==> config.mk <==
export PLATFORM = sky130hd
export DESIGN_NAME = restart_supervisor
export DESIGN_NICKNAME = d
export VERILOG_FILES = /design/src/supervisor_pkg.sv /design/src/restart_supervisor.sv /design/src/tick_gen.sv /design/src/attempt_window.sv
export SDC_FILE = /design/constraint.sdc
export NUM_CORES = 1
export LEC_CHECK = 0
export BUFFER_PORTS_ARGS = -buffer_cell sky130_fd_sc_hd__buf_2
export CORE_MARGIN = 2
export CORE_UTILIZATION = 45
export DETAILED_ROUTE_END_ITERATION = 16
export PLACE_DENSITY = 0.68
export SKIP_CTS_REPAIR_TIMING = 1
export SYNTH_ARGS = -nofsm -noshare
export SYNTH_HDL_FRONTEND = slang
export SYNTH_SLANG_ARGS = --single-unit
==> constraint.sdc <==
create_clock -name clock -period 3.1 [get_ports clock]
set_input_delay 0.31 -clock clock [delete_from_list [all_inputs] [get_ports clock]]
set_output_delay 0.31 -clock clock [all_outputs]
set_load 0.1 [all_outputs]
==> src/supervisor_pkg.sv <==
// constants, types and register map of the fault auto-restart supervisor
package supervisor_pkg;

	// time base
	localparam int CLK_PERIOD_NS = 50;
	localparam int TICK_PERIOD_MS = 100;
	localparam int TICK_CYCLES = TICK_PERIOD_MS * 1000000 / CLK_PERIOD_NS;
	localparam int WINDOW_MINUTES = 10;
	localparam logic [12:0] WINDOW_TICKS = 13'(WINDOW_MINUTES * 60 * 1000 / TICK_PERIOD_MS);

	// programmable times, in ticks of 0.1 s
	localparam logic [9:0] TOL_MIN = 10'h003;
	localparam logic [9:0] TOL_MAX = 10'h0FA;
	localparam logic [9:0] TOL_RESET = 10'h032;
	localparam logic [9:0] WAIT_MIN = 10'h003;
	localparam logic [9:0] WAIT_MAX = 10'h3E8;
	localparam logic [9:0] WAIT_RESET = 10'h00A;

	// fault codes and attempt limits per class
	localparam logic [4:0] CODE_OC_FIRST = 5'h01;
	localparam logic [4:0] CODE_OC_LAST = 5'h04;
	localparam logic [4:0] CODE_OV_A = 5'h07;
	localparam logic [4:0] CODE_OV_B = 5'h0F;
	localparam logic [4:0] CODE_UV = 5'h09;
	localparam int NUM_CLASSES = 3;
	localparam int CLS_OC = 0;
	localparam int CLS_OV = 1;
	localparam int CLS_UV = 2;
	localparam logic [4:0] LIMIT_OC = 5'h04;
	localparam logic [4:0] LIMIT_OV = 5'h03;
	localparam logic [4:0] LIMIT_UV = 5'h10;
	localparam logic [2:0][4:0] CLASS_LIMIT = {LIMIT_UV, LIMIT_OV, LIMIT_OC};

	// register byte offsets and fields
	localparam logic [4:0] OFS_CTRL = 5'h00;
	localparam logic [4:0] OFS_TOL = 5'h04;
	localparam logic [4:0] OFS_WAIT = 5'h08;
	localparam logic [4:0] OFS_STATUS = 5'h0C;
	localparam logic [4:0] OFS_IRQ_STAT = 5'h10;
	localparam logic [4:0] OFS_IRQ_MASK = 5'h14;
	localparam logic [4:0] OFS_ATTEMPTS = 5'h18;
	localparam int CTRL_CLEAR_BIT = 4;
	localparam int IRQ_FAULT = 0;
	localparam int IRQ_RESTART = 1;
	localparam int IRQ_UV = 2;
	localparam logic [2:0] IRQ_MASK_RESET = 3'h0;

	typedef enum logic [1:0] {
		alarm_only_mode = 2'h0,
		restart_from_start_freq_mode = 2'h1,
		sync_accel_mode = 2'h2,
		sync_brake_then_fault_mode = 2'h3
	} restart_mode_t;

	typedef enum logic [3:0] {
		ST_IDLE = 4'h1,
		ST_WAIT = 4'h2,
		ST_DECEL = 4'h4,
		ST_FAULT = 4'h8
	} sup_state_t;

	typedef struct packed {
		logic read;
		logic write;
		logic [4:0] address;
		logic [31:0] writedata;
		logic [3:0] byteenable;
	} avl_req_t;

	typedef struct packed {
		logic valid;
		logic [4:0] code;
	} fault_in_t;

	typedef struct packed {
		logic pulse;
		restart_mode_t kind;
	} restart_cmd_t;

endpackage : supervisor_pkg

==> src/restart_supervisor.sv <==
// fault auto-restart supervisor with Avalon-MM register slave
//
// Our own choices: the register offsets and the Avalon-MM slave port.
`timescale 1ns/1ns
module restart_supervisor #(
	parameter int unsigned TICK_CYCLES = supervisor_pkg::TICK_CYCLES
) (
	input wire logic clock,
	input wire logic resetn,
	input supervisor_pkg::avl_req_t avl_req,
	output logic [31:0] avl_readdata,
	output logic avl_waitrequest,
	input supervisor_pkg::fault_in_t fault_in,
	input wire logic undervoltage,
	input wire logic start_cmd,
	input wire logic manual_dir_en,
	input wire logic decel_done,
	output supervisor_pkg::restart_cmd_t restart_cmd,
	output logic fault_msg,
	output logic [4:0] fault_code,
	output logic drive_inhibit,
	output logic irq
);
	import supervisor_pkg::*;

	typedef struct packed {
		sup_state_t state;
		restart_mode_t restart_behaviour_select;
		restart_mode_t mode_taken;
		logic [9:0] power_loss_tolerance_time;
		logic [9:0] restart_wait_time;
		logic [9:0] wait_cnt;
		logic [9:0] uv_cnt;
		logic uv_tripped;
		logic [2:0] irq_stat;
		logic [2:0] irq_mask;
		logic waitreq;
		logic [31:0] rdata;
		restart_cmd_t restart;
		logic fault_msg;
		logic [4:0] fault_code;
		logic inhibit;
		logic irq;
	} sup_st_t;

	sup_st_t s_q;
	sup_st_t s_d;
	logic tick;
	logic [NUM_CLASSES-1:0] attempt;
	logic [NUM_CLASSES-1:0] allow;
	logic [NUM_CLASSES-1:0][4:0] count;

	// merge write data into a register by byte lane
	function automatic logic [31:0] merge_be(input logic [31:0] old, input logic [31:0] wd,
		input logic [3:0] be);
		logic [31:0] r;
		r = old;
		for (int i = 0; i < 4; i++)
		begin
			if (be[i])
				r[i*8 +: 8] = wd[i*8 +: 8];
		end
		return r;
	endfunction : merge_be

	// keep a programmed time inside its legal range
	function automatic logic [9:0] clamp(input logic [9:0] v, input logic [9:0] lo,
		input logic [9:0] hi);
		logic [9:0] r;
		r = v;
		if (v < lo)
			r = lo;
		else if (v > hi)
			r = hi;
		return r;
	endfunction : clamp

	// shared 100 ms time base
	tick_gen #(
		.CYCLES(TICK_CYCLES)
	) u_tick (
		.clock(clock),
		.resetn(resetn),
		.tick(tick)
	);

	// one attempt window per fault class
	generate
		for (genvar c = 0; c < NUM_CLASSES; c++)
		begin : g_class
			attempt_window #(
				.LIMIT(CLASS_LIMIT[c])
			) u_win (
				.clock(clock),
				.resetn(resetn),
				.tick(tick),
				.attempt(attempt[c]),
				.count(count[c]),
				.allow(allow[c])
			);
		end
	endgenerate

	// next-state logic: bus slave, undervoltage timer, restart sequencer
	always_comb
	begin
		logic bus_req;
		logic do_write;
		logic clear_fault;
		logic [31:0] wmerged;
		logic [31:0] rmux;
		logic [2:0] ev;
		logic [2:0] w1c;
		logic uv_trip;
		logic ev_valid;
		logic [4:0] ev_code;
		logic [NUM_CLASSES-1:0] cls;
		logic qualifies;
		logic permitted;
		bus_req = 1'b0;
		do_write = 1'b0;
		clear_fault = 1'b0;
		wmerged = 32'h00000000;
		rmux = 32'h00000000;
		ev = 3'h0;
		w1c = 3'h0;
		uv_trip = 1'b0;
		ev_valid = 1'b0;
		ev_code = 5'h00;
		cls = '0;
		qualifies = 1'b0;
		permitted = 1'b0;
		attempt = '0;
		s_d = s_q;
		s_d.restart.pulse = 1'b0;

		// read mux
		unique case (avl_req.address)
			OFS_CTRL: rmux = {30'h00000000, s_q.restart_behaviour_select};
			OFS_TOL: rmux = {22'h000000, s_q.power_loss_tolerance_time};
			OFS_WAIT: rmux = {22'h000000, s_q.restart_wait_time};
			OFS_STATUS: rmux = {21'h000000, s_q.fault_code, s_q.mode_taken, s_q.state};
			OFS_IRQ_STAT: rmux = {29'h00000000, s_q.irq_stat};
			OFS_IRQ_MASK: rmux = {29'h00000000, s_q.irq_mask};
			OFS_ATTEMPTS: rmux = {11'h000, count[CLS_UV], 3'h0, count[CLS_OV], 3'h0,
				count[CLS_OC]};
			default: rmux = 32'h00000000;
		endcase

		// one wait cycle, then answer; writes land on the answering edge
		bus_req = avl_req.read || avl_req.write;
		if (bus_req && s_q.waitreq)
		begin
			s_d.waitreq = 1'b0;
			if (avl_req.read)
				s_d.rdata = rmux;
		end
		else if (!s_q.waitreq)
		begin
			s_d.waitreq = 1'b1;
			do_write = avl_req.write;
		end
		wmerged = merge_be(rmux, avl_req.writedata, avl_req.byteenable);
		if (do_write)
		begin
			unique case (avl_req.address)
				OFS_CTRL:
				begin
					s_d.restart_behaviour_select = restart_mode_t'(wmerged[1:0]);
					clear_fault = wmerged[CTRL_CLEAR_BIT];
				end
				OFS_TOL: s_d.power_loss_tolerance_time =
					clamp(wmerged[9:0], TOL_MIN, TOL_MAX);
				OFS_WAIT: s_d.restart_wait_time =
					clamp(wmerged[9:0], WAIT_MIN, WAIT_MAX);
				OFS_IRQ_STAT: w1c = wmerged[2:0];
				OFS_IRQ_MASK: s_d.irq_mask = wmerged[2:0];
				default: ;
			endcase
		end

		// mains dip: count while low voltage lasts, trip once when tolerance ends
		if (!undervoltage)
		begin
			s_d.uv_cnt = 10'h000;
			s_d.uv_tripped = 1'b0;
		end
		else
		begin
			if (s_q.uv_cnt == 10'h000 && !s_q.uv_tripped)
				ev[IRQ_UV] = 1'b1;
			if (tick && s_q.uv_cnt < s_q.power_loss_tolerance_time)
				s_d.uv_cnt = s_q.uv_cnt + 10'h001;
			if (s_q.uv_cnt >= s_q.power_loss_tolerance_time && !s_q.uv_tripped)
			begin
				uv_trip = 1'b1;
				s_d.uv_tripped = 1'b1;
			end
		end

		// fault decode into classes
		ev_valid = fault_in.valid || uv_trip;
		ev_code = fault_in.valid ? fault_in.code : CODE_UV;
		cls[CLS_OC] = ev_code >= CODE_OC_FIRST && ev_code <= CODE_OC_LAST;
		cls[CLS_OV] = ev_code == CODE_OV_A || ev_code == CODE_OV_B;
		cls[CLS_UV] = ev_code == CODE_UV;
		qualifies = |cls;
		permitted = |(cls & allow);

		// restart sequencer
		unique case (s_q.state)
			ST_IDLE:
			begin
				if (ev_valid)
				begin
					s_d.fault_code = ev_code;
					s_d.inhibit = 1'b1;
					if (s_q.restart_behaviour_select == alarm_only_mode || !qualifies
						|| !permitted)
					begin
						s_d.state = ST_FAULT;
						s_d.fault_msg = 1'b1;
						ev[IRQ_FAULT] = 1'b1;
					end
					else
					begin
						attempt = cls;
						s_d.state = ST_WAIT;
						s_d.mode_taken = s_q.restart_behaviour_select;
						s_d.wait_cnt = s_q.restart_wait_time;
					end
				end
			end
			ST_WAIT:
			begin
				if (tick && s_q.wait_cnt != 10'h000)
					s_d.wait_cnt = s_q.wait_cnt - 10'h001;
				if (s_q.wait_cnt == 10'h000 && (start_cmd || manual_dir_en))
				begin
					s_d.restart.pulse = 1'b1;
					s_d.restart.kind = s_q.mode_taken;
					s_d.inhibit = 1'b0;
					ev[IRQ_RESTART] = 1'b1;
					if (s_q.mode_taken == sync_brake_then_fault_mode)
						s_d.state = ST_DECEL;
					else
						s_d.state = ST_IDLE;
				end
			end
			ST_DECEL:
			begin
				if (decel_done)
				begin
					s_d.state = ST_FAULT;
					s_d.fault_msg = 1'b1;
					s_d.inhibit = 1'b1;
					ev[IRQ_FAULT] = 1'b1;
				end
			end
			ST_FAULT:
			begin
				if (clear_fault)
				begin
					s_d.state = ST_IDLE;
					s_d.fault_msg = 1'b0;
					s_d.inhibit = 1'b0;
				end
			end
		endcase

		// sticky status: a new event beats a clear in the same cycle
		s_d.irq_stat = ev | (s_q.irq_stat & ~w1c);
		s_d.irq = |(s_d.irq_stat & s_d.irq_mask);
	end

	// state register
	always_ff @(posedge clock or negedge resetn)
	begin
		if (!resetn)
		begin
			s_q <= '0;
			s_q.state <= ST_IDLE;
			s_q.restart_behaviour_select <= alarm_only_mode;
			s_q.mode_taken <= alarm_only_mode;
			s_q.power_loss_tolerance_time <= TOL_RESET;
			s_q.restart_wait_time <= WAIT_RESET;
			s_q.irq_mask <= IRQ_MASK_RESET;
			s_q.waitreq <= 1'b1;
		end
		else
			s_q <= s_d;
	end

	// outputs straight from the state register
	assign avl_readdata = s_q.rdata;
	assign avl_waitrequest = s_q.waitreq;
	assign restart_cmd = s_q.restart;
	assign fault_msg = s_q.fault_msg;
	assign fault_code = s_q.fault_code;
	assign drive_inhibit = s_q.inhibit;
	assign irq = s_q.irq;
endmodule : restart_supervisor

==> src/tick_gen.sv <==
// fixed time base: one-cycle tick every CYCLES clocks
`timescale 1ns/1ns
module tick_gen #(
	parameter int unsigned CYCLES = supervisor_pkg::TICK_CYCLES
) (
	input wire logic clock,
	input wire logic resetn,
	output logic tick
);
	import supervisor_pkg::*;

	typedef struct packed {
		logic [21:0] cnt;
		logic tick;
	} tick_st_t;

	tick_st_t s_q;
	tick_st_t s_d;

	// divider wraps at CYCLES-1
	always_comb
	begin
		s_d = s_q;
		s_d.tick = 1'b0;
		if (s_q.cnt == 22'(CYCLES - 1))
		begin
			s_d.cnt = 22'h000000;
			s_d.tick = 1'b1;
		end
		else
			s_d.cnt = s_q.cnt + 22'h000001;
	end

	always_ff @(posedge clock or negedge resetn)
	begin
		if (!resetn)
			s_q <= '0;
		else
			s_q <= s_d;
	end

	assign tick = s_q.tick;
endmodule : tick_gen

==> src/attempt_window.sv <==
// per-class restart attempt counter with ten-minute window
`timescale 1ns/1ns
module attempt_window #(
	parameter logic [4:0] LIMIT = supervisor_pkg::LIMIT_OC
) (
	input wire logic clock,
	input wire logic resetn,
	input wire logic tick,
	input wire logic attempt,
	output logic [4:0] count,
	output logic allow
);
	import supervisor_pkg::*;

	typedef struct packed {
		logic [4:0] count;
		logic [12:0] timer;
	} win_st_t;

	win_st_t s_q;
	win_st_t s_d;

	// window runs from the first attempt, then forgets all attempts
	always_comb
	begin
		s_d = s_q;
		if (s_q.count != 5'h00 && tick)
		begin
			if (s_q.timer + 13'h0001 >= WINDOW_TICKS)
			begin
				s_d.count = 5'h00;
				s_d.timer = 13'h0000;
			end
			else
				s_d.timer = s_q.timer + 13'h0001;
		end
		if (attempt && s_q.count < LIMIT)
		begin
			if (s_q.count == 5'h00)
				s_d.timer = 13'h0000;
			s_d.count = s_d.count + 5'h01;
		end
	end

	always_ff @(posedge clock or negedge resetn)
	begin
		if (!resetn)
			s_q <= '0;
		else
			s_q <= s_d;
	end

	assign count = s_q.count;
	assign allow = (s_q.count < LIMIT);
endmodule : attempt_window

-- Word-level counts from Yosys, hierarchy flattened
Cells that the tools add are included.
- flip-flop bits (word level): 165
- output and inout port bits: 44
- add/subtract/negate cells: 9
- multiplexer cells: 70
- bitwise gates (word level): 6
- $lt $le $gt $ge: 13
- equality and inequality tests: 24
- reduce and logical (&&, ||, !) cells: 48
- operator list (kind ; number):
    one-hot mux 21 bit (7 select lines) ; 1
    2-to-1 mux 18 bit ; 6
    2-to-1 mux 10 bit ; 8
    2-to-1 mux 13 bit ; 6
    adder 13 x 1 -> 13 bit (second input constant) ; 3
    greater-or-equal comparator 13 bit (second input constant) ; 3
    2-to-1 mux 3 bit ; 10
    adder 22 x 1 -> 22 bit (second input constant) ; 1
    equality test 22 x 21 -> 1 bit (second input constant) ; 1
    2-to-1 mux 22 bit ; 1
    equality test 5 x 4 -> 1 bit (second input constant) ; 4
    zero test 10 bit ; 2
    zero test 5 bit ; 4
    2-to-1 mux 1 bit ; 20
    2-to-1 mux 4 bit ; 5
    2-to-1 mux 5 bit ; 4
    one-hot mux 10 bit (2 select lines) ; 1
    one-hot mux 4 bit (4 select lines) ; 1
    adder 5 x 1 -> 5 bit (second input constant) ; 3
    equality test 5 bit (second input constant) ; 3
    nonzero test 5 bit ; 3
    inequality test 2 bit (second input constant) ; 7
    logical AND 1 bit ; 13
    AND reduction 2 bit ; 6
    other kinds (40) ; 54

-- Logic depth before layout (Yosys ltp)
- depth in word-level cells: 13
- depth in mapped cells: 12
- mapped depth without buffers: 11

-- Modules after synthesis
A second synthesis with hierarchy kept.
- cell total of the unflattened synthesis: 1053
- area, all modules: 9862.0 µm²
- modules (own cells, without submodules) (module ; seq. area each (µm²) ; cells each ; area each (µm²) ; instances):
    restart_supervisor ; 2135.8 ; 558 ; 5235.0 ; 1
    attempt_window at g_class[0].u_win ; 450.4 ; 134 ; 1257.5 ; 1
    attempt_window at g_class[2].u_win ; 450.4 ; 133 ; 1152.4 ; 1
    attempt_window at g_class[1].u_win ; 450.4 ; 126 ; 1122.3 ; 1
    tick_gen ; 575.6 ; 102 ; 1094.8 ; 1

-- Least setup slack after synthesis
Ideal clock, no wire load.
- path type: register -> register
- start: register g_class[2].u_win.s_q[0] (netlist bit)
- end: register g_class[2].u_win.s_q (netlist bit g_class[2].u_win.count[1])
- arrival time: 2552 ps
- cell stages (with the launch flop): 12
- period minus slack after synthesis: 2677 ps
- buffers on the path: 1
- setup slack: 423 ps
- cell sequence: dfrtp_1 ha_1 buf_2 nand4bb_1 or4_1 nand3_2 a311oi_2 a211o_4 nor2_4 nor2b_2 ha_1 mux2_2
- RTL lines (what ; RTL line ; RTL):
    start: declaration ; attempt_window.sv:20 ; win_st_t s_q;
    start signal: assignment ; attempt_window.sv:48 ; s_q <= '0;
    start signal: assignment ; attempt_window.sv:50 ; s_q <= s_d;

==> results.cfg <==
[run_status]
status = finished, final reports clean

[die]
rows = 52
die_w_um = 148
core_area_um2 = 20300
initial_core_util = 0.460
io_pins = 99
dieArea_um2 = 21900
die_h_um = 148

[yosys]
synth-xor-area-share = 0.0544
ys_seq_area_frac = 0.435
post_synth_fa_ha_maj_area_fraction = 0.0268
ys_seq_elements = 162
synth_edf_count = 0
synth_top_family_by_area = simple AND/OR/NAND/NOR gates
ys.flop_type = dfrtp_1
synth_warnings = 0
synth.area.mux_share = 0.0364
async_reset_ff_frac = 1.00
yosys.area_share.simple = 0.237
syn_area_um2 = 9350
synth_cells = 1005
yosysUniqueCellTypes = 90
synth-compound-area-share = 0.152
syn_area_per_cell_um2 = 9.30

[setup_path]
worstSetupStartpointType = flop
cp-end-kind = flop
worst-r2r-setup-slack_ps = 190
arrival_ps = 3220
reg2reg_to = g_class[1].u_win.count[1]
critPathKind = reg2reg
worst-r2r-cell-count = 10
critical_path.startpoint = g_class[1].u_win.s_q[0]
r2r-start = g_class[1].u_win.s_q[0]
cp_max_fo = 6
cp.required_ps = 3420
worstSetupEndpoint = g_class[1].u_win.count[1]

[final_layout]
nFillCells = 1942
syn_to_final_growth_pct = 10.8
nNetsFinal = 1123
layout-drive-gt1-share = 0.168
final_cell_mix = dfrtp_1, nand2_1, nor2_1
mostFrequentLayoutCell = dfrtp_1
final_area_um2 = 10400

[run]
drv_cap = 0

[drt]
drt_iter0_markers = 677
wl_per_cell_um = 17.1
wl_um = 22800
via_per_inst = 5.64
ant_nets = 0
drc = 0
num_vias = 7514
first_pass_iters = 5

[global_routing]
grt_overflow = 0
grt_pass1_wl_um = 37200
grt_antenna_before_repair = 1
grt_max_degree = 70
gr-usage-all-layers = 0.214
grt_pass1_vias = 7081

[placed_design]
place_area_um2 = 9770
port_buffers = 60
finalWeightedCongestion = 0.898
hpwlAfterDp_um = 17000
pre_cts_slack_ps = 229

[worst_hold_path]
min_path_type = in2reg
hold_path_depth = 2

[timing]
slew_violations = 0
min_period_ps = 2910
fin_setup_tns_ps = 0
fmax_ghz = 0.344
finalHoldViolCount = 0
setup_viol = 0
worst_pin_slew_ps = 765
rsz0062_at_grt = false
fin_worst_skew_ps = 11.7
relSlewSlack = 0.488
timing.final.crit_share = 0.937
setup_ws_ps = 194

[cts]
clock_sinks = 162
clk_path_buf_depth = 2
cts.clk_slew.worst_paths_ps = 70
cts_tree = yes
clk_latency_ps = 430
htree_levels = 4
clockRootBuffer = clkbuf_16
cts_made_buffers = 17

[power]
p_per_area_nw_per_um2 = 589
peakVddDrop_uv = 295
p_leak_nw = 4.68
[synthesized netlist by cell type (10+ instances only)]
library cell	instances	area share
a21oi_1	42	0.022
a22o_1	19	0.018
a31oi_1	13	0.0087
and2_1	24	0.016
and3_1	11	0.0074
buf_4	41	0.033
clkbuf_1	20	0.0080
dfrtp_1	155	0.41
ha_1	20	0.027
inv_1	26	0.010
mux2_2	18	0.022
nand2_1	140	0.056
nand3_1	38	0.020
nand4_1	21	0.014
nor2_1	81	0.033
nor2b_1	10	0.0067
nor3_1	22	0.012
nor4_1	10	0.0067
o21ai_0	44	0.024
or3_1	16	0.011
xnor2_1	26	0.024
xor2_1	32	0.030
[critical path: stages (launching register included)]
cell,delay [ps]
dfrtp_1,430
ha_1,290
and4_1,220
a21o_1,180
a41oi_1,210
o221ai_1,160
a21o_1,260
or2_1,300
and2_1,200
ha_1,290
mux2_2,260
[area by class of cell]
cell class / count / area [um2] / share of cell area
multi-input combinational: 758 / 4790 / 0.462
clock inverter: 15 / 149 / 0.0144
clock buffer: 17 / 425 / 0.0411
inverter: 26 / 97.6 / 0.00942
tap: 270 / 338 / 0.0326
timing repair buffer: 83 / 494 / 0.0477
antenna: 1 / 2.50 / 0.000242
sequential: 162 / 4060 / 0.392
[kinds of logic after synthesis]
family | Yosys count
flops | 162
mux | 30
simple gates | 433
fa+ha+maj | 20
xor+xnor | 58
compound gates | 203
other cells | 1
buf+inv | 98
[worst min path at each step]
stage / start / endpoint / slack [ps]
floorplan: resetn / avl_readdata[0] / 10
global placement: resetn / g_class[1].u_win.s_q[7] / 340
detailed placement: resetn / g_class[1].u_win.s_q[7] / 350
CTS: resetn / g_class[1].u_win.s_q[7] / -120
global route: avl_req[42] / avl_waitrequest / 40
finish: avl_req[42] / avl_waitrequest / 60
[state kept, by name, summed over array words and instances, names as in the netlist, 3 cells and up]
register / cells
u_tick.s_q: 22
g_class.u_win.s_q: 39
fault_code: 5
s_q: 55
restart_cmd: 3
g_class.u_win.count: 15
avl_readdata: 18
[power breakdown]
part,internal (W),switching (W)
clock network,0.00106,0.000968
logic,0.000426,0.00112
registers,0.00231,0.000218
total,0.00380,0.00231
[through the flow]
stage          hold WS (ps)  total power, W  std cells   util
6_report               64.6         0.00610       1332  0.510
4_1_cts                -119         0.00613       1330  0.510
2_1_floorplan          14.4         0.00379       1018      -
3_3_place_gp            342         0.00407       1298  0.481
3_5_place_dp            345         0.00409       1298  0.481
5_1_grt                44.2         0.00639       1331  0.510
[per-layer routing]
metal	vias up	track usage	routed length [um]	part of all wire
li1	3646	-	-	-
met1	3623	0.306	10800	0.47
met2	215	0.325	10200	0.45
met3	30	0.0497	1410	0.062
met4	0	0.0614	467	0.020
met5	-	0	0	0
Note: power is estimated with default switching activity, not from simulation.
